===== src/rtl/tpio_pkg.sv =====
// timer pin i/o mode decode: shared constants, field codes and carriers
// assumes one clock (mclk, 25 MHz) and a synchronous active-high reset
// ------------------------------------------------------------------
// Overview of operation
// - top bit 0 is compare; low 00 disables pin, 01 drives low on match
// - compare with low bits 10 drives pin high on match
// - compare with low bits 11 toggles pin on match from initial level
// - top bit 1, bits 2..0 000 capture on rising pin edge
// - top bit 1, bits 2..0 001 capture on falling pin edge
// - top bit 1, bit 2 0, bit 1 1 capture on both edges
// - channel 0 register d code 11xx captures on channel 1 count events
// - channel 1 prescale select 000 blocks the cascaded count capture
// - channel 1 register b code 11xx captures on register c events
// - buffer mode bit set silences register d compare and capture
// - initial pin level is loaded only while the counter is stopped
// - each i/o control register is 8-bit read/write, resets to zero
// ------------------------------------------------------------------
package tpio_pkg;

    // register indices on the plain register port
    localparam logic [2:0] OFS_CHAN0_IO_CTRL_CD = 3'h0;
    localparam logic [2:0] OFS_CHAN1_IO_CTRL    = 3'h1;
    localparam logic [2:0] OFS_CHAN2_IO_CTRL    = 3'h2;
    localparam logic [2:0] OFS_TIMER_CTRL       = 3'h3;
    localparam logic [2:0] OFS_PIN_STATUS       = 3'h4;

    localparam logic [7:0] IO_CTRL_RESET        = 8'h00;
    localparam logic [7:0] TIMER_CTRL_RESET     = 8'h00;

    // upper nibble holds the decoded field (d for chan 0, b for chan 1/2)
    localparam int FLD_LSB        = 4;
    // timer control fields
    localparam int CTL_BUF_BIT    = 0;
    localparam int CTL_START_LSB  = 1;
    localparam int CTL_PSC_LSB    = 4;
    localparam logic [2:0] PSC_UNDIVIDED = 3'h0;

    // field codes used by the checks
    localparam logic [3:0] FLD_CMP_CLR  = 4'h1;
    localparam logic [3:0] FLD_CMP_SET  = 4'h2;
    localparam logic [3:0] FLD_CMP_TGL  = 4'h3;
    localparam logic [3:0] FLD_CAP_RISE = 4'h8;
    localparam logic [3:0] FLD_CAP_FALL = 4'h9;
    localparam logic [1:0] FLD_CASCADE  = 2'h3;

    localparam int NUM_CHAN = 3;

    typedef struct packed {
        logic cmp_match;
        logic rise;
        logic fall;
        logic cascade;
        logic running;
        logic inhibit;
    } tpio_chan_in_type;

    typedef struct packed {
        logic level;
        logic oe;
        logic capture;
    } tpio_chan_out_type;

endpackage


===== src/rtl/tpio_chan.sv =====
// one channel's pin decode: compare output level and capture strobe
// assumes edge pulses come from already synchronised pin samples
`timescale 1ns/1ps

module tpio_chan #(
    parameter bit HAS_CASCADE = 1'b1
) (
    input  wire logic                        mclk,
    input  wire logic                        rst,
    input  wire logic [3:0]                  field,
    input  wire tpio_pkg::tpio_chan_in_type  cin,
    output tpio_pkg::tpio_chan_out_type      cout
);

    // ------------------------------------------------------------------
    // decode
    // ------------------------------------------------------------------
    // buffer mode wins over every field code
    wire   is_cmp    = ~field[3] & ~cin.inhibit;
    wire   drive_nxt = is_cmp & (field[1:0] != 2'h0);
    // without a cascade source bit 2 is don't-care in capture mode
    wire   casc_sel  = HAS_CASCADE & field[2];
    wire   edge_hit  = field[1] ? (cin.rise | cin.fall)
                     : (field[0] ? cin.fall : cin.rise);
    wire   cap_nxt   = field[3] & ~cin.inhibit
                     & (casc_sel ? cin.cascade : edge_hit);
    logic  level_nxt;

    // compare match action, initial level while stopped
    always_comb begin
        level_nxt = cout.level;
        if (!cin.running) begin
            level_nxt = field[2];
        end else if (is_cmp && cin.cmp_match) begin
            case (field[1:0])
                2'h1:    level_nxt = 1'b0;
                2'h2:    level_nxt = 1'b1;
                2'h3:    level_nxt = ~cout.level;
                default: level_nxt = cout.level;
            endcase
        end
    end

    // ------------------------------------------------------------------
    // output flops
    // ------------------------------------------------------------------
    always_ff @(posedge mclk) begin
        if (rst) begin
            cout <= '0;
        end else begin
            cout.level   <= level_nxt;
            cout.oe      <= drive_nxt;
            cout.capture <= cap_nxt;
        end
    end

endmodule // tpio_chan


===== src/rtl/tpio_top.sv =====
// timer pin i/o mode decode for chan 0 reg d, chan 1 reg b, chan 2 reg b
// assumes compare matches and count events arrive on mclk; pins are async
//
// The implementer's own choices: the register offsets and strobed register access.
`timescale 1ns/1ps

module tpio_top (
    input  wire logic        mclk,
    input  wire logic        rst,
    // register port
    input  wire logic [2:0]  reg_addr,
    input  wire logic [7:0]  reg_wdata,
    input  wire logic        reg_wr,
    input  wire logic        reg_rd,
    output logic      [7:0]  reg_rdata,
    // bit 0 chan0_pin_d, bit 1 chan1_pin_b, bit 2 chan2_pin_b
    input  wire logic [2:0]  pin_in,
    output logic      [2:0]  pin_out,
    output logic      [2:0]  pin_oe,
    // timer core events, same clock
    input  wire logic [2:0]  cmp_match,
    input  wire logic        chan1_count_tick,
    input  wire logic        chan0_regc_event,
    output logic      [2:0]  capture_strobe
);

    // ------------------------------------------------------------------
    // registers
    // ------------------------------------------------------------------
    logic [7:0] chan0_io_ctrl_cd_r;
    logic [7:0] chan1_io_ctrl_r;
    logic [7:0] chan2_io_ctrl_r;
    logic [7:0] timer_ctrl_r;
    logic [7:0] reg_rdata_nxt;
    logic [2:0] pin_meta_r;
    logic [2:0] pin_sync_r;
    logic [2:0] pin_prev_r;

    wire wr_ch0  = reg_wr & (reg_addr == tpio_pkg::OFS_CHAN0_IO_CTRL_CD);
    wire wr_ch1  = reg_wr & (reg_addr == tpio_pkg::OFS_CHAN1_IO_CTRL);
    wire wr_ch2  = reg_wr & (reg_addr == tpio_pkg::OFS_CHAN2_IO_CTRL);
    wire wr_ctl  = reg_wr & (reg_addr == tpio_pkg::OFS_TIMER_CTRL);

    // register writes, all fields read/write
    always_ff @(posedge mclk) begin
        if (rst) begin
            chan0_io_ctrl_cd_r <= tpio_pkg::IO_CTRL_RESET;
            chan1_io_ctrl_r    <= tpio_pkg::IO_CTRL_RESET;
            chan2_io_ctrl_r    <= tpio_pkg::IO_CTRL_RESET;
            timer_ctrl_r       <= tpio_pkg::TIMER_CTRL_RESET;
        end else begin
            if (wr_ch0) chan0_io_ctrl_cd_r <= reg_wdata;
            if (wr_ch1) chan1_io_ctrl_r    <= reg_wdata;
            if (wr_ch2) chan2_io_ctrl_r    <= reg_wdata;
            if (wr_ctl) timer_ctrl_r       <= reg_wdata;
        end
    end

    // read mux; unmapped addresses read zero
    wire [7:0] pin_status = {2'h0, pin_sync_r, pin_out};
    always_comb begin
        case (reg_addr)
            tpio_pkg::OFS_CHAN0_IO_CTRL_CD: reg_rdata_nxt = chan0_io_ctrl_cd_r;
            tpio_pkg::OFS_CHAN1_IO_CTRL:    reg_rdata_nxt = chan1_io_ctrl_r;
            tpio_pkg::OFS_CHAN2_IO_CTRL:    reg_rdata_nxt = chan2_io_ctrl_r;
            tpio_pkg::OFS_TIMER_CTRL:       reg_rdata_nxt = timer_ctrl_r;
            tpio_pkg::OFS_PIN_STATUS:       reg_rdata_nxt = pin_status;
            default:                        reg_rdata_nxt = 8'h00;
        endcase
    end

    // read data stands only in the cycle after the strobe
    always_ff @(posedge mclk) begin
        if (rst) begin
            reg_rdata <= 8'h00;
        end else begin
            reg_rdata <= reg_rd ? reg_rdata_nxt : 8'h00;
        end
    end

    // ------------------------------------------------------------------
    // pin synchronisers and edge detect
    // ------------------------------------------------------------------
    // first stage feeds only the second; edges come from stages two and three
    always_ff @(posedge mclk) begin
        if (rst) begin
            pin_meta_r <= 3'h0;
            pin_sync_r <= 3'h0;
            pin_prev_r <= 3'h0;
        end else begin
            pin_meta_r <= pin_in;
            pin_sync_r <= pin_meta_r;
            pin_prev_r <= pin_sync_r;
        end
    end

    wire [2:0] pin_rise = pin_sync_r & ~pin_prev_r;
    wire [2:0] pin_fall = ~pin_sync_r & pin_prev_r;

    // ------------------------------------------------------------------
    // channel controls
    // ------------------------------------------------------------------
    wire [3:0] fld0      = chan0_io_ctrl_cd_r[tpio_pkg::FLD_LSB +: 4];
    wire [3:0] fld1      = chan1_io_ctrl_r[tpio_pkg::FLD_LSB +: 4];
    wire [3:0] fld2      = chan2_io_ctrl_r[tpio_pkg::FLD_LSB +: 4];
    wire       buf_mode  = timer_ctrl_r[tpio_pkg::CTL_BUF_BIT];
    wire [2:0] running   = timer_ctrl_r[tpio_pkg::CTL_START_LSB +: 3];
    wire [2:0] psc1_sel  = timer_ctrl_r[tpio_pkg::CTL_PSC_LSB +: 3];
    // undivided clock gives a tick every cycle, so that source is void
    wire       tick_ok   = chan1_count_tick
                         & (psc1_sel != tpio_pkg::PSC_UNDIVIDED);
    wire [2:0] cascade   = {1'b0, chan0_regc_event, tick_ok};
    wire [2:0] inhibit   = {2'h0, buf_mode};
    wire [3:0] fld [tpio_pkg::NUM_CHAN];
    assign fld[0] = fld0;
    assign fld[1] = fld1;
    assign fld[2] = fld2;

    tpio_pkg::tpio_chan_out_type chan_out [tpio_pkg::NUM_CHAN];

    // one decoder per channel; chan 2 has no cascade source
    for (genvar i = 0; i < tpio_pkg::NUM_CHAN; i++) begin : g_chan
        tpio_pkg::tpio_chan_in_type cin;
        assign cin.cmp_match = cmp_match[i];
        assign cin.rise      = pin_rise[i];
        assign cin.fall      = pin_fall[i];
        assign cin.cascade   = cascade[i];
        assign cin.running   = running[i];
        assign cin.inhibit   = inhibit[i];

        tpio_chan #(
            .HAS_CASCADE (i != 2)
        ) u_chan (
            .mclk  (mclk),
            .rst   (rst),
            .field (fld[i]),
            .cin   (cin),
            .cout  (chan_out[i])
        );

        assign pin_out[i]        = chan_out[i].level;
        assign pin_oe[i]         = chan_out[i].oe;
        assign capture_strobe[i] = chan_out[i].capture;
    end
endmodule // tpio_top


===== config.mk =====
export PLATFORM = sky130hd
export DESIGN_NAME = tpio_top
export DESIGN_NICKNAME = d
export VERILOG_FILES = /design/src/rtl/tpio_pkg.sv /design/src/rtl/tpio_chan.sv /design/src/rtl/tpio_top.sv
export SDC_FILE = /design/constraint.sdc
export NUM_CORES = 1
export LEC_CHECK = 0
export ABC_AREA = 1
export BUFFER_PORTS_ARGS = -buffer_cell sky130_fd_sc_hd__buf_2
export CORE_MARGIN = 2
export CORE_UTILIZATION = 50
export CTS_BUF_LIST = sky130_fd_sc_hd__clkbuf_16
export DETAILED_ROUTE_END_ITERATION = 7
export GPL_ROUTABILITY_DRIVEN = 0
export GPL_TIMING_DRIVEN = 1
export PLACE_DENSITY = 0.78
export SYNTH_ARGS = -nofsm -noshare
export SYNTH_HDL_FRONTEND = slang
export SYNTH_HIERARCHICAL = 1
export SYNTH_SLANG_ARGS = --single-unit

===== constraint.sdc =====
create_clock -name mclk -period 3.1 [get_ports mclk]
set_clock_uncertainty 0.2 [all_clocks]
set_input_delay 0.31 -clock mclk [delete_from_list [all_inputs] [get_ports mclk]]
set_output_delay 0.31 -clock mclk [all_outputs]
set_load 0.05 [all_outputs]

# Word level (Yosys, flattened, before mapping)
# Index checks and enable logic that the tools add are counted.
[totals]
output_inout_bits = 17
elab_cells = 94
regBits = 58
in_bits = 23
[classes]
eq_ne = 19
mux = 18
n_reduce_logical = 12
n_bitwise = 28
[op_table]
columns = ["cell", "n"]
rows = [
  ["one-hot mux 8 bit (5 select lines)", 1],
  ["two-way mux 1 bit", 14],
  ["AND 1 bit", 13],
  ["equality test 2 bit, second input constant", 6],
  ["!= test 4 x 1 -> 1 bit, second input constant", 3],
  ["one-hot mux 1 bit (3 select lines)", 3],
  ["inverter 1 bit", 8],
  ["AND 3 bit", 2],
  ["equality test 2 x 1 -> 1 bit, second input constant", 3],
  ["equality test 3 x 2 -> 1 bit, second input constant", 2],
  ["!= test 2 x 1 -> 1 bit, second input constant", 3],
  ["inverter 3 bit", 2],
  ["AND reduction 2 bit", 3],
  ["nonzero test 2 bit", 3],
  ["equality test 3 x 1 -> 1 bit, second input constant", 1],
  ["equality test 3 bit, second input constant", 1],
  ["logical AND 1 bit", 3],
  ["zero test 3 bit", 1],
  ["OR 1 bit", 3],
  ["nonzero test 3 bit", 1],
  ["OR reduction 2 bit", 1],
]

# Logic depth before layout (Yosys ltp)
[depth]
depth_word = 6
depth_mapped = 9
ltp_nobuf = 7

# By module
# The synthesis kept the hierarchy.
[by_module_without_submodules]
columns = ["mod", "instances", "area_each_um2", "cells_each"]
rows = [
  ["tpio_top", 1, 2068.2, 276],
  ["tpio_chan at g_chan[0].u_chan ...", 2, 193.9, 32],
  ["tpio_chan at g_chan[2].u_chan", 1, 192.7, 29],
]

# Worst setup path after synthesis
# OpenSTA, ideal clock, no wires.
[synth_timing]
kind = "register to register"
start = "register g_chan[2].u_chan/cout[2] in the netlist's numbering"
end = "register g_chan[2].u_chan/cout[2] in the netlist's numbering"
path_slack_ns = 1.776
stages_incl_launch_ff = 6
synth_period_minus_slack_ns = 1.324
arrival_ns = 1.012
setup_time_ns = 0.113
t_required_ns = 2.787
path_cell_list = "dfxtp_1 -> nand2_1 -> nand3_1 -> o21ai_0 -> nor2_1 -> nor2_1"
[synth_via]
elab_chain_cells = 4
[synth_rtl]
columns = ["item", "line", "source"]
rows = [
  ["from (decl)", "tpio_chan.sv:12", "output tpio_pkg::tpio_chan_out_type cout"],
  ["inverter 1 bit", "tpio_chan.sv:38", "2'h3: level_nxt = ~cout.level;"],
  ["one-hot mux 1 bit (3 select lines)", "tpio_chan.sv:35", "case (field[1:0])"],
  ["two-way mux 1 bit", "tpio_chan.sv:34", "end else if (is_cmp && cin.cmp_match) begin"],
  ["two-way mux 1 bit", "tpio_chan.sv:32", "if (!cin.running) begin"],
]
# No other way between the ends. The select of a mux whose other input is x is not followed.
# A chain may end at the register's enable or synchronous reset.

# Worst setup path after layout
[layout_timing]
start = "register g_chan[1].u_chan/cout[2] in the netlist's numbering"
end = "output port pin_out[1]"
[layout_lines]
columns = ["item", "line", "source"]
rows = [
  ["from (decl)", "tpio_chan.sv:12", ""],
  ["to (decl)", "tpio_top.sv:18", "output logic [2:0] pin_out,"],
]
# No word-level cell between the ends.

==> run metrics <==
status completed; core region area between 0.005 and 0.006 mm^2; total wire length after detailed routing approximately 6500 um; Die W between 70 and 80 um; Via density slightly above 5; number of clock sinks between 50 and 60; initial DRC count 265; share of cells above drive strength 1 roughly 20%; Hold Path Depth 3; critical path fanouts, max 4; unrepaired setup endpoints after global routing false; via count around 2500; Worst-Skew Late Latency 0.33 ns; Tmin final ~1.6 ns; asr flop ratio synth 0%; initial antenna violation count 0; chip height 76.8 um; Worst slew margin slightly below 60%; Std-Cell Rows 26; I/O pins 40; fin crit share 50.1%; Primary FF master, synth dfxtp_1; pwr/cell area approximately 560 mW/mm^2; post-CTS sizing 0; Synth area leaders dfxtp_1 (44%), nor2_1 (11%), nand2_1 (10%); worst hold path type in -> reg; DRC 0; Yosys top cell area share between 40 and 50%; Crit-path slowest cell dfxtp_1; Setup TNS Final 0 ns; full die area just under 0.006 mm^2; Worst Path Class, Setup reg -> out; part of the power in the clock network roughly 48%; Routed WL per cell around 13 um; worst r2r src timer_ctrl_r[4]$_SDFFE_PP0P_; Post-synth EDFFs 0; hold endpoint timer_ctrl_r[2]$_SDFFE_PP0P_; largest net degree at the start of global routing 33; Setup Viol. Count Final 0; reg2reg end g_chan[0].u_chan/cout[0]$_SDFF_PP0_; fmax 644 MHz; CP bufs+invs 1; first-pass GRT wire length around 11000 um; root buf cell clkbuf_16; syn avg cell area between 7 and 8 um^2; clk slew on worst S/H paths roughly 0.05 ns; Sw Pwr about 440 uW; critical path required time between 2 and 3 ns; total gr overflow 0; CP Cell Sequence buf_2; Switching Fraction between 20% and 30%; max cap viols 0; post-synth top area cell dfxtp_1; Fillers about 470; flop2flop setup slack around 1.9 ns; power share of the combinational group under 10%; Mapped Area 0.00265 mm^2; placed cells 470; diode count 0; most common cell after layout, fill and taps aside nor2_1; standby leakage power 1.41 nW; Max IR drop VDD 370 uV; Non-Filler Instances 489; Worst-Margin Slew between 0.6 and 0.7 ns; Final Max Tran Viols 0; Crit path max-delay family flip-flops; port buffer count 39; CP Capture Type output pin; Post-CTS Hold Fix Bufs 3; sequential share of the synthesized area a little over two fifths; Final Hold Viols 0; critical hold path startpoint reg_wdata[2]; WHS 0.0693 ns; Synthesis Warnings 6; H-tree depth 3; synthesis-to-finish area growth 19.4%; antenna-violating nets left 0; reg2reg path depth 5; total track usage a little under a quarter; CTS tree done; commonest non-fill, non-tap cells in the layout nor2_1 (77), nand2_1 (73), dfxtp_1 (58); Placed Area roughly 0.0029 mm^2; Netlist cell types 27; setup repair bufs after CTS 0; vias in the first global route between 2000 and 2500; clk buf depth 2; post-detail-place hpwl approximately 4600 um; Synth Register Bits 58; Final nets between 400 and 500; drt pass-1 iters 5; sequential share of power between 40% and 50%; Mapped Cells 369; CTS buffer count 9; fin area approximately 0.0032 mm^2; Initial Util 51.9%; P_int between 1 and 1.5 mW; critical path startpoint category flop; Tot Pwr between 1.5 and 2 mW; max incr delay on CP a little over 0.4 ns; Crit path arrival time 1.04 ns
[sequential cells by signal, summed over array words and instances, names as in the netlist]
| register | flops |
|---|---|
| g_chan.u_chan/cout | 9 |
| chan0_io_ctrl_cd_r | 8 |
| chan1_io_ctrl_r | 8 |
| chan2_io_ctrl_r | 8 |
| reg_rdata | 8 |
| timer_ctrl_r | 8 |
| pin_meta_r | 3 |
| pin_prev_r | 3 |
| pin_sync_r | 3 |
[worst max-delay path by stage]
stage | startpoint | cells after the start | slack [ns] | end
global route | reg_addr[0] | 7 | 1.52 | chan0_io_ctrl_cd_r[1]$_SDFFE_PP0P_
global placement | reg_addr[0] | 7 | 1.35 | chan0_io_ctrl_cd_r[7]$_SDFFE_PP0P_
detailed placement | reg_addr[0] | 7 | 1.30 | chan0_io_ctrl_cd_r[3]$_SDFFE_PP0P_
CTS | g_chan[0].u_chan/cout[2]$_SDFFE_PP0P_ | 1 | 1.54 | pin_out[0]
finish | g_chan[1].u_chan/cout[2]$_SDFFE_PP0P_ | 1 | 1.55 | pin_out[1]
floorplan | g_chan[2].u_chan/cout[2]$_SDFFE_PP0P_ | 5 | 1.78 | g_chan[2].u_chan/cout[2]$_SDFFE_PP0P_
[power groups by stage]
stage	Clock [mW]	Combinational [mW]	Sequential [mW]
after CTS	0.868	0.141	0.784
after detailed placement	0	0.137	0.799
final	0.856	0.143	0.784
after global placement	0	0.135	0.799
after floorplan	0	0.0894	0.804
after global routing	0.898	0.158	0.785
[cell families (layout without fill, tap and decap cells)]
kind of cell	count (synthesis)	in the layout	synth area share, %
AO/OA/AOI/OAI	39	39	7.89
buffers and inverters	50	97	9.02
flip-flops	58	58	43.8
other	1	4	0.142
AND/OR/NAND/NOR	221	221	39.1
[synth_stat cells, types with 2 or more instances]
cell,count
nor2_1,77
nand2_1,73
dfxtp_1,58
nand3_1,46
inv_1,29
o21ai_0,21
a21oi_1,14
buf_2,5
inv_2,5
nand3_2,5
nand4_1,5
nor2_4,5
buf_6,4
nand2_2,3
a21oi_2,2
clkbuf_1,2
clkinv_4,2
inv_4,2
nand2_4,2
nor3_1,2
[metrics by stage]
step	utilization (%)	setup WS, ns
2_1_floorplan	-	1.78
3_3_place_gp	56.2	1.35
3_5_place_dp	56.2	1.30
4_1_cts	61.9	1.54
5_1_grt	61.9	1.52
6_report	61.9	1.55
[final cells by class]
type,count,area (um^2),area share (%)
inverters,38,158,4.99
clock buffers,9,225,7.12
multi-input cells,264,1260,39.8
clock inverters,7,37.5,1.19
flip-flops and latches,58,1160,36.7
repair buffers,43,233,7.36
well taps,70,87.6,2.77
[routing by layer]
layer,GRT usage [%],wire (um),vias up
met5,0,0,-
met3,4.94,608,18
met4,13.1,194,0
li1,-,-,1270
met1,31.1,2860,1120
met2,35.8,2870,134
Note: power is estimated with default switching activity, not from simulation.
